[src/brf_pkg.sv]
package brf_pkg;
	localparam int          quad_w          = 32;
	localparam int          len_w           = 16;
	localparam int          cnt_w           = 8;
	// token layout
	localparam int          tok_packet_complete_flag_bit  = 20;
	localparam int          tok_spd_lsb     = 18;
	localparam int          tok_cnt_lsb     = 9;
	localparam int          tok_tcode_lsb   = 5;
	localparam int          tok_ack_lsb     = 0;
	// second quadlet
	localparam int          q1_dest_lsb     = 16;
	localparam int          q1_label_lsb    = 10;
	localparam int          q1_retry_lsb    = 8;
	localparam int          q1_tcode_lsb    = 4;
	localparam int          q1_prio_lsb     = 0;
	localparam int          dest_node_w     = 6;
	// third quadlet
	localparam int          q2_src_lsb      = 16;
	localparam int          q2_rcode_lsb    = 12;
	// length quadlet
	localparam int          q4_len_lsb      = 16;
	localparam logic [3:0]  tcode_wr_resp   = 4'h2;
	localparam logic [3:0]  tcode_rd_resp   = 4'h7;
	localparam logic [3:0]  prio_cable      = 4'h0;
	localparam logic [2:0]  hdr_quads_wr    = 3'h3;
	localparam logic [2:0]  hdr_quads_rd    = 3'h5;
	localparam logic [1:0]  addr_align_mask = 2'h3;

	typedef enum logic [1:0] {
		brf_spd_100 = 2'b00,
		brf_spd_200 = 2'b01,
		brf_spd_400 = 2'b10,
		brf_spd_und = 2'b11
	} brf_spd_type;

	typedef enum logic [1:0] {
		brf_rt_new   = 2'b00,
		brf_rt_retry_x = 2'b01,
		brf_rt_retry_a = 2'b10,
		brf_rt_retry_b = 2'b11
	} brf_retry_type;

	typedef enum logic [3:0] {
		brf_rc_complete = 4'h0,
		brf_rc_conflict = 4'h4,
		brf_rc_data     = 4'h5,
		brf_rc_type     = 4'h6,
		brf_rc_address  = 4'h7
	} brf_rcode_type;

	function automatic logic brf_rcode_reserved(input logic [3:0] code);
		return !(code == 4'h0 || (code >= 4'h4 && code <= 4'h7));
	endfunction : brf_rcode_reserved

	function automatic logic [cnt_w-1:0] brf_quads(input logic [len_w-1:0] bytes);
		logic [len_w:0] sum;
		sum = {1'b0, bytes} + 17'h00003;
		return sum[cnt_w+1:2];
	endfunction : brf_quads
endpackage : brf_pkg

[src/brf_fifo_if.sv]
`timescale 1ns/1ps
interface brf_fifo_if;
	logic [31:0] data;
	logic        valid;
	logic        ready;
	logic        last;
	modport device (output data, output valid, output last, input ready);
	modport host   (input data, input valid, input last, output ready);
endinterface : brf_fifo_if

[src/brf_byte_pack.sv]
`timescale 1ns/1ps
module brf_byte_pack (
	input  wire logic        ref_clk,
	input  wire logic        sys_rst,
	input  wire logic        clk_en,
	input  wire logic        clear,
	input  wire logic [7:0]  byte_in,
	input  wire logic        byte_valid,
	input  wire logic        flush,
	output logic      [31:0] quad_out,
	output logic             quad_valid
);
	logic [1:0]  lane;
	logic [1:0]  next_lane;
	logic [31:0] acc;
	logic [31:0] next_acc;
	logic        next_quad_valid;
	logic [31:0] next_quad_out;

	always_comb begin
		next_lane       = lane;
		next_acc        = acc;
		next_quad_valid = 1'b0;
		next_quad_out   = quad_out;
		if (clear) begin
			next_lane = 2'h0;
			next_acc  = 32'h0;
		end else if (byte_valid) begin
			// first byte lands in byte 0 (msb lane)
			next_acc[31 - 8*lane -: 8] = byte_in;
			next_lane = lane + 2'h1;
			if (lane == 2'h3) begin
				next_quad_valid = 1'b1;
				next_quad_out   = next_acc;
				next_acc        = 32'h0;
			end
		end else if (flush && lane != 2'h0) begin
			next_quad_valid = 1'b1;
			next_quad_out   = acc;
			next_acc        = 32'h0;
			next_lane       = 2'h0;
		end
	end

	always_ff @(posedge ref_clk) begin
		if (sys_rst) begin
			lane       <= 2'h0;
			acc        <= 32'h0;
			quad_valid <= 1'b0;
			quad_out   <= 32'h0;
		end else if (clk_en) begin
			lane       <= next_lane;
			acc        <= next_acc;
			quad_valid <= next_quad_valid;
			quad_out   <= next_quad_out;
		end
	end
endmodule : brf_byte_pack

[src/brf_device.sv]
// What this block does
// - token quadlet first in every response
// - destination id in upper second quadlet
// - response code stored in header
// - read response: length then extended code
// - payload follows extended code quadlet
// - packet complete flag marks final block
// - speed code 00/01/10, 11 undefined
// - token reports packet data quadlet count
// - returned ack code in 5-bit field
// - destination is bus plus node number
// - host matches responses by transaction label
// - retry code new, X, A, B
// - priority zero on cable
// - destination offset quadlet aligned
// - response code meanings, reserved values
// - first payload byte in byte 0
// - zero length writes no payload
// - source id stored in header
`timescale 1ns/1ps
module brf_device (
	input  wire logic                ref_clk,
	input  wire logic                sys_rst,
	input  wire logic                clk_en,
	brf_fifo_if.device               fifo,
	input  wire logic                hdr_start,
	input  wire logic                is_read_resp,
	input  wire logic [1:0]          spd,
	input  wire logic [9:0]          dest_bus,
	input  wire logic [5:0]          dest_node,
	input  wire logic [5:0]          tlabel,
	input  wire logic [1:0]          retry_code,
	input  wire logic [15:0]         source_id,
	input  wire logic [3:0]          rcode,
	input  wire logic [15:0]         data_length,
	input  wire logic [15:0]         ext_tcode,
	input  wire logic [4:0]          returned_ack_code,
	input  wire logic [7:0]          byte_in,
	input  wire logic                byte_valid,
	output logic                     byte_ready,
	output logic                     rcode_reserved,
	output logic                     spd_undefined,
	output logic                     busy
);
	typedef enum logic [2:0] {
		st_idle  = 3'b000,
		st_hdr   = 3'b001,
		st_data  = 3'b010,
		st_flush = 3'b011
	} brf_state_type;

	// transaction code of the response kind
	function automatic logic [3:0] resp_tcode(input logic rd);
		return rd ? brf_pkg::tcode_rd_resp : brf_pkg::tcode_wr_resp;
	endfunction : resp_tcode

	brf_state_type           state;
	brf_state_type           next_state;

	// header words captured at start
	logic [31:0]             hdr [0:4];
	logic [31:0]             next_hdr [0:4];
	logic [2:0]              idx;
	logic [2:0]              next_idx;
	logic [2:0]              n_hdr;
	logic [2:0]              next_n_hdr;
	logic [15:0]             bytes_left;
	logic [15:0]             next_bytes_left;

	// output slot toward the host
	logic [31:0]             data_q;
	logic [31:0]             next_data_q;
	logic                    valid_q;
	logic                    next_valid_q;
	logic                    last_q;
	logic                    next_last_q;

	// packer link
	logic [31:0]             pk_quad;
	logic                    pk_valid;
	logic                    pk_clear;
	logic                    pk_flush;
	logic                    take;
	logic                    byte_take;
	logic [brf_pkg::cnt_w-1:0] nquads;

	assign take       = valid_q && fifo.ready;
	assign fifo.data  = data_q;
	assign fifo.valid = valid_q;
	assign fifo.last  = last_q;
	assign busy       = state != st_idle;
	// a byte is accepted only when the output slot is free, never while frozen
	assign byte_ready = state == st_data && bytes_left != 16'h0 && (!valid_q || take)
		&& !pk_valid && clk_en;
	assign byte_take  = byte_valid && byte_ready;
	assign pk_clear   = hdr_start && state == st_idle;
	assign pk_flush   = state == st_flush;
	assign nquads     = is_read_resp ? brf_pkg::brf_quads(data_length) : '0;

	brf_byte_pack u_pack (
		.ref_clk    (ref_clk),
		.sys_rst    (sys_rst),
		.clk_en     (clk_en),
		.clear      (pk_clear),
		.byte_in    (byte_in),
		.byte_valid (byte_take),
		.flush      (pk_flush),
		.quad_out   (pk_quad),
		.quad_valid (pk_valid)
	);

	always_comb begin
		next_state      = state;
		next_idx        = idx;
		next_n_hdr      = n_hdr;
		next_bytes_left = bytes_left;
		next_data_q     = data_q;
		next_valid_q    = valid_q && !take;
		next_last_q     = last_q && !take;
		for (int i = 0; i < 5; i++) next_hdr[i] = hdr[i];
		// status outputs follow the live inputs
		rcode_reserved  = brf_pkg::brf_rcode_reserved(rcode);
		spd_undefined   = spd == brf_pkg::brf_spd_und;
		unique case (state)
			st_idle: begin
				if (hdr_start) begin
					next_hdr[0] = '0;
					next_hdr[0][brf_pkg::tok_packet_complete_flag_bit] = 1'b1;
					next_hdr[0][brf_pkg::tok_spd_lsb +: 2] = spd;
					next_hdr[0][brf_pkg::tok_cnt_lsb +: 9] = {1'b0, nquads};
					next_hdr[0][brf_pkg::tok_tcode_lsb +: 4] = resp_tcode(is_read_resp);
					next_hdr[0][brf_pkg::tok_ack_lsb +: 5] = returned_ack_code;
					next_hdr[1] = {dest_bus, dest_node, tlabel, retry_code,
						resp_tcode(is_read_resp), brf_pkg::prio_cable};
					next_hdr[2] = {source_id, rcode, 12'h000};
					// reserved word, zero and so quadlet aligned
					next_hdr[3] = 32'h0;
					next_hdr[4] = {data_length, ext_tcode};
					next_n_hdr  = is_read_resp ? brf_pkg::hdr_quads_rd
						: brf_pkg::hdr_quads_wr;
					next_bytes_left = is_read_resp ? data_length : 16'h0;
					next_idx    = 3'h0;
					next_state  = st_hdr;
				end
			end
			st_hdr: begin
				if (!valid_q || take) begin
					next_data_q  = hdr[idx];
					next_valid_q = 1'b1;
					next_idx     = idx + 3'h1;
					if (idx + 3'h1 == n_hdr) begin
						// last header quadlet ends packet when no payload
						next_last_q = bytes_left == 16'h0;
						next_state  = bytes_left == 16'h0 ? st_idle : st_data;
					end else begin
						next_last_q = 1'b0;
					end
				end
			end
			st_data: begin
				if (byte_take) begin
					next_bytes_left = bytes_left - 16'h1;
					if (bytes_left == 16'h1) next_state = st_flush;
				end
				// a packed quadlet always finds the slot empty
				if (pk_valid) begin
					next_data_q  = pk_quad;
					next_valid_q = 1'b1;
					next_last_q  = 1'b0;
				end
			end
			st_flush: begin
				// the final packed quadlet, padded unless the length is a multiple of 4, closes the packet
				if (pk_valid) begin
					next_data_q  = pk_quad;
					next_valid_q = 1'b1;
					next_last_q  = 1'b1;
					next_state   = st_idle;
				end
			end
			default: next_state = st_idle;
		endcase
	end

	always_ff @(posedge ref_clk) begin
		if (sys_rst) begin
			state      <= st_idle;
			idx        <= 3'h0;
			n_hdr      <= 3'h0;
			bytes_left <= 16'h0;
			data_q     <= 32'h0;
			valid_q    <= 1'b0;
			last_q     <= 1'b0;
			for (int i = 0; i < 5; i++) hdr[i] <= 32'h0;
		end else if (clk_en) begin
			// all state holds while clk_en is low
			state      <= next_state;
			idx        <= next_idx;
			n_hdr      <= next_n_hdr;
			bytes_left <= next_bytes_left;
			data_q     <= next_data_q;
			valid_q    <= next_valid_q;
			last_q     <= next_last_q;
			for (int i = 0; i < 5; i++) hdr[i] <= next_hdr[i];
		end
	end
endmodule : brf_device

[src/flat_wrapper.sv]
// flat-port wrapper written by rule: the top's interface ports become plain ports
module brf_device_flat 
  (ref_clk, sys_rst, clk_en, hdr_start, is_read_resp, spd, dest_bus, dest_node, tlabel, retry_code, source_id, rcode, data_length, ext_tcode, returned_ack_code, byte_in, byte_valid, byte_ready, rcode_reserved, spd_undefined, busy, fifo_data, fifo_valid, fifo_last, fifo_ready);
  brf_fifo_if fifo_i ();
  input  wire logic ref_clk;
  input  wire logic sys_rst;
  input  wire logic clk_en;
  input  wire logic hdr_start;
  input  wire logic is_read_resp;
  input  wire logic [1:0] spd;
  input  wire logic [9:0] dest_bus;
  input  wire logic [5:0] dest_node;
  input  wire logic [5:0] tlabel;
  input  wire logic [1:0] retry_code;
  input  wire logic [15:0] source_id;
  input  wire logic [3:0] rcode;
  input  wire logic [15:0] data_length;
  input  wire logic [15:0] ext_tcode;
  input  wire logic [4:0] returned_ack_code;
  input  wire logic [7:0] byte_in;
  input  wire logic byte_valid;
  output logic byte_ready;
  output logic rcode_reserved;
  output logic spd_undefined;
  output logic busy;
  output wire logic [$bits(fifo_i.data)-1:0] fifo_data;
  output wire logic [$bits(fifo_i.valid)-1:0] fifo_valid;
  output wire logic [$bits(fifo_i.last)-1:0] fifo_last;
  input wire logic [$bits(fifo_i.ready)-1:0] fifo_ready;
  assign fifo_data = fifo_i.data;
  assign fifo_valid = fifo_i.valid;
  assign fifo_last = fifo_i.last;
  assign fifo_i.ready = fifo_ready;
  brf_device u_core (.ref_clk(ref_clk), .sys_rst(sys_rst), .clk_en(clk_en), .fifo(fifo_i), .hdr_start(hdr_start), .is_read_resp(is_read_resp), .spd(spd), .dest_bus(dest_bus), .dest_node(dest_node), .tlabel(tlabel), .retry_code(retry_code), .source_id(source_id), .rcode(rcode), .data_length(data_length), .ext_tcode(ext_tcode), .returned_ack_code(returned_ack_code), .byte_in(byte_in), .byte_valid(byte_valid), .byte_ready(byte_ready), .rcode_reserved(rcode_reserved), .spd_undefined(spd_undefined), .busy(busy));
endmodule
[config.mk]
export PLATFORM = sky130hd
export DESIGN_NAME = brf_device_flat
export DESIGN_NICKNAME = d
export VERILOG_FILES = /design/src/brf_pkg.sv /design/src/brf_fifo_if.sv /design/src/brf_byte_pack.sv /design/src/brf_device.sv /design/src/flat_wrapper.sv
export SDC_FILE = /design/constraint.sdc
export NUM_CORES = 1
export LEC_CHECK = 0
export BUFFER_PORTS_ARGS = -buffer_cell sky130_fd_sc_hd__buf_2
export CAP_MARGIN = 15
export CORE_MARGIN = 2
export CORE_UTILIZATION = 50
export DETAILED_ROUTE_END_ITERATION = 16
export GPL_ROUTABILITY_DRIVEN = 0
export PLACE_DENSITY = 0.68
export SETUP_SLACK_MARGIN = 0.15
export SYNTH_ARGS = -nofsm -noshare
export SYNTH_HDL_FRONTEND = slang
export SYNTH_SLANG_ARGS = --single-unit
[constraint.sdc]
create_clock -name ref_clk -period 12 [get_ports ref_clk]
set_input_delay 1.2 -clock ref_clk [delete_from_list [all_inputs] [get_ports ref_clk]]
set_output_delay 1.2 -clock ref_clk [all_outputs]
set_load 0.01 [all_outputs]
# Word level (Yosys, flattened, before mapping)
# Memories as Yosys holds them, arrays and structs flattened. A register that Yosys moved wholly into a read port is not among the register bits.
# Index checks and enable logic that the tools add are counted.
# Widths: inputs -> output; s select.
[word_totals] ramBits=160 input_bits=98 register_bits=126 out_inout_bits=38 memories=1
[mem_list] memory="u_core.hdr" words=5 word_bits=32 read_ports=1 rd_ports_with_merged_regs=1 write_ports=5 line="brf_device.sv:61" text="logic [31:0] hdr [0:4];"
[classes] bitwise=6 n_mux=58 shifts=2 n_eq_ne=17 n_addsub=6 magnitude_cmp=2 reduce_logical=37
[ops] cell="$mux 32" count=14
[ops] cell="$mux 160" count=2
[ops] cell="$pmux 32 s2" count=1
[ops] cell="$mux 16" count=3
[ops] cell="$shift 8x34->39 const A" count=1
[ops] cell="$shiftx 8x34->39" count=1
[ops] cell="$mux 3" count=12
[ops] cell="$neg 32->34" count=1
[ops] cell="$bwmux 32" count=1
[ops] cell="$pmux 16 s2" count=1
[ops] cell="$eq 16x1->1 const B" count=1
[ops] cell="$logic_not 16->1" count=1
[ops] cell="$reduce_and 4->1" count=4
[ops] cell="$reduce_bool 16->1" count=1
[ops] cell="$sub 16x1->16 const B" count=1
[ops] cell="$mux 1" count=15
[ops] cell="$pmux 3 s4" count=1
[ops] cell="$logic_and 1x1->1" count=11
[ops] cell="$add 10x2->10 const B" count=1
[ops] cell="$ne 2x1->1 const B" count=5
[ops] cell="$reduce_bool 2->1" count=5
[ops] cell="$mux 2" count=4
[ops] cell="$mux 8" count=1
[ops] cell="$ne 2x2->1 const B" count=4
[ops] cell="24 further kinds" count=36

# Depth between registers and ports, before layout
[depth] ltp_word=8 depth_mapped=9 depth_no_buf=7

# Hierarchy
# Synthesis repeated with hierarchy kept, for this count alone.
[hier_totals] cells_unflattened=971 hier_area_um2=9955.8
[by_module_without_submodules] mod="brf_device" instances=1 cells_per_inst=720 area_per_inst_um2=7358.3 seq_area_each_um2=4013.8
[by_module_without_submodules] mod="brf_byte_pack" instances=1 cells_per_inst=251 area_per_inst_um2=2597.5 seq_area_each_um2=1341.3

# Least setup slack after synthesis
# OpenSTA, ideal clock, no wires.
[synth_timing] kind="input -> register" start="input clk_en" end="memory u_core.hdr[0][0], enable pin" setup_time_ns=0.675 t_arrival_ns=8.293 path_stages=4 n_path_buf=1 setup_slack_ns=3.032 path_cell_list="nand2b_1 -> or2_2 -> clkbuf_1 -> o21ai_0"
[synth_lines] element="start, declared" line="flat_wrapper.sv:7" text="input wire logic clk_en;"
[synth_lines] element="end, declared" line="brf_device.sv:61"

# Worst setup path in the final report
[layout_timing] start="input clk_en" end="output byte_ready"
[layout_via] elab_chain_len=1
[layout_rtl] element="$logic_and 1x1->1" line="brf_device.sv:94" text="&& !pk_valid && clk_en;"
[layout_rtl] element="end, declared" line="flat_wrapper.sv:22" text="output logic byte_ready;"
# No other way between the ends.

==> out/metrics.cfg <==
[status]
status = completed

[worst_hold_path]
hold_class = reg -> reg
holdPathEnd = u_core.fifo.data[9]$_SDFFE_PP0P_
hold_start = u_core.fifo.data[9]$_SDFFE_PP0P_
hold_path_depth = 2

[detailed_routing]
avgRoutedWirePerCell_um = 20.3
vias = 8810
routed_wl_um = 29500
route.detailed.drc = 0
ant_nets = 0
drt_pre_antenna_iters = 5
vias_per_cell = 6.08
drt_first_iter_violations = 878

[synth]
synth.cell_area_um2 = 10500
syn_nets = 1177
yosysTopAreaCellShare_pct = 26.5
synth_commonest_cells = dfxtp_1, edfxtp_1, and3_1
yosysWarnings = 0
ys.flop_type = dfxtp_1
synthTopCellsByArea = edfxtp_1, dfxtp_1, and3_1
ys_ff_latch = 221
synthArstFlopShare_pct = 0
synth_top_area_cell = edfxtp_1
avgSynthCellArea_um2 = 9.83
synth_most_common_cell = dfxtp_1
seq_area_frac_synth_pct = 50.8
synth_edf_count = 93
synth_cell_type_count = 74
synthCells = 1072

[timing]
final-setup-viol-count = 0
finalSetupTns_ns = 0
rsz0062_at_grt = false
worstMarginPinSlew_ns = 1.20
slew_headroom_pct = 20.1
period_share_pct = 33.1
fin_crit_ns = 3.97
finalMaxSlewViolations = 0
clock_skew_ns = 0.0200
fmax_ghz = 0.252
hold_violations = 0

[cts]
cts_made_buffers = 25
cts_resized = 0
clk_latency_ns = 0.53
cts_tree = yes
cts_setup_buffers = 0
h-tree-depth = 1
clock-sinks = 221
cts_root_buf = clkbuf_16
cts_hold_repair.buffers = 0
cts_buffer_depth = 3
path_clk_slew_ns = 0.06

[critical_path]
r2r_start = u_core.state[1]$_SDFFE_PP0P_
reg2reg_setup_slack_ns = 8.85
cp_max_fo = 30
cp-end-kind = primary output
crit_top_cell = buf_2
reg2reg_depth = 6
critPathLaunchType = input port
required_ns = 10.80
slowest_delay_ns = 0.53
reg2reg_to = u_core.u_pack.quad_out[28]$_SDFFE_PP0P_
path_cells = buf_2 > inv_1 > nor3_2 > and3_1 > buf_2
worst-endpoint-arrival_ns = 2.77
slowest_stage = nor3_2
critPathKind = in -> out

[floorplanning]
io_pins = 136
die_h_um = 149
rows = 53
core-area_um2 = 20800
die_x_um = 149
dieArea_um2 = 22200
initial_core_util_pct = 50.6

[flow_run]
cap_viol_max_count = 0

[pwr]
p_clk_share_pct = 42.9
pwr-share-comb_pct = 10.1
power_density_nw_per_um2 = 147
vdd.ir_drop.worst_v = 0.000109
p_sw_share_pct = 24.7
p_switching_uw = 440
p_seq_share_pct = 47.0
leakagePower_uw = 0.00498
internal-power_uw = 1340
p_total_uw = 1780

[placed_design]
dp_hpwl_um = 19500
portBuffers = 135
dp_cells = 1402

[cells_and_area]
stdcell_count = 1448
antenna_cells = 0
nets = 1260
area_delta_synth_final_pct = 14.8
n_fill_cell = 1831
layout-drive-gt1-share_pct = 20.6

[global_route]
grt_max_degree = 133
gr-usage-all-layers_pct = 26.1
grt_pass1_wl_um = 45300
antenna_found_initial = 1
gr-total-overflow = 0
grt_pass1_vias = 8165

[placed cells by master, fill, tap and decap left out, types with 36 or more instances in the layout]
master	n
a21oi_1	80
a221oi_1	42
and3_1	85
buf_2	135
dfxtp_1	127
edfxtp_1	93
nand2_1	84
nor2_1	62
nor2b_1	50
nor3_1	36
o21ai_0	64
[critical path: cells and delay by family]
kind	cells	cell delay [ns]
buf+inv	3	0.77
simple gates	2	0.80
[power groups by stage]
stage	registers (uW)	clock network, uW	logic (uW)
after CTS	836	772	176
after global routing	839	802	195
after global placement	851	0	174
final	835	763	179
after floorplan	854	0	115
after detailed placement	852	0	176
[per-stage QoR]
stage	instance area, um2	setup slack (ns)	util, %	hold WS, ns
3_5_place_dp	11200	8.10	53.9	0.444
2_1_floorplan	10500	3.03	-	0.430
5_1_grt	12100	7.94	58.1	0.463
4_1_cts	12100	8.09	57.9	0.453
6_report	12100	8.03	58.1	0.452
3_3_place_gp	11200	8.10	53.9	0.438
[routing by layer]
metal  global-route usage, %  routed length [um]
met4                    6.86                 580
met3                    3.43                2150
met1                    37.4               12700
met2                    42.1               14000
met5                       0                  10
[layout make-up]
| cell class | count | area [um2] | share of cell area, % |
|---|---|---|---|
| flip-flops and latches | 221 | 5360 | 44.3 |
| well taps | 275 | 344 | 2.85 |
| inverters | 20 | 75.1 | 0.621 |
| multi-input cells | 739 | 4690 | 38.8 |
| clock buffers | 36 | 758 | 6.27 |
| repair buffers | 148 | 793 | 6.56 |
| clock inverters | 9 | 72.6 | 0.600 |
[how the worst max path moves through the flow]
stage                     slack [ns]  startpoint                        endpoint
after floorplan                 3.03      clk_en  u_core.hdr[0][0]$_SDFFCE_PN0P_
after global placement          8.10      clk_en                      byte_ready
after detailed placement        8.10      clk_en                      byte_ready
after CTS                       8.09      clk_en                      byte_ready
after global routing            7.94      clk_en                      byte_ready
final                           8.03      clk_en                      byte_ready
[flip-flops by register name (all words and copies together), names as in the netlist, 2 cells and up, named ones only]
register,flops
u_core.u_pack.quad_out,32
u_core.hdr,93
u_core.idx,3
u_core.u_pack.lane,2
u_core.fifo.data,32
u_core.state,2
u_core.u_pack.acc,32
u_core.n_hdr,3
u_core.bytes_left,16
[cell families after synthesis]
logic type | Yosys count | synth area share, %
simple gates | 395 | 20.6
compound gates | 312 | 20.4
flops | 221 | 50.8
buf+inv | 112 | 4.83
mux | 13 | 1.37
xor+xnor | 12 | 1.13
fa+ha+maj | 7 | 0.832
Power figures use the tool's default switching activity.
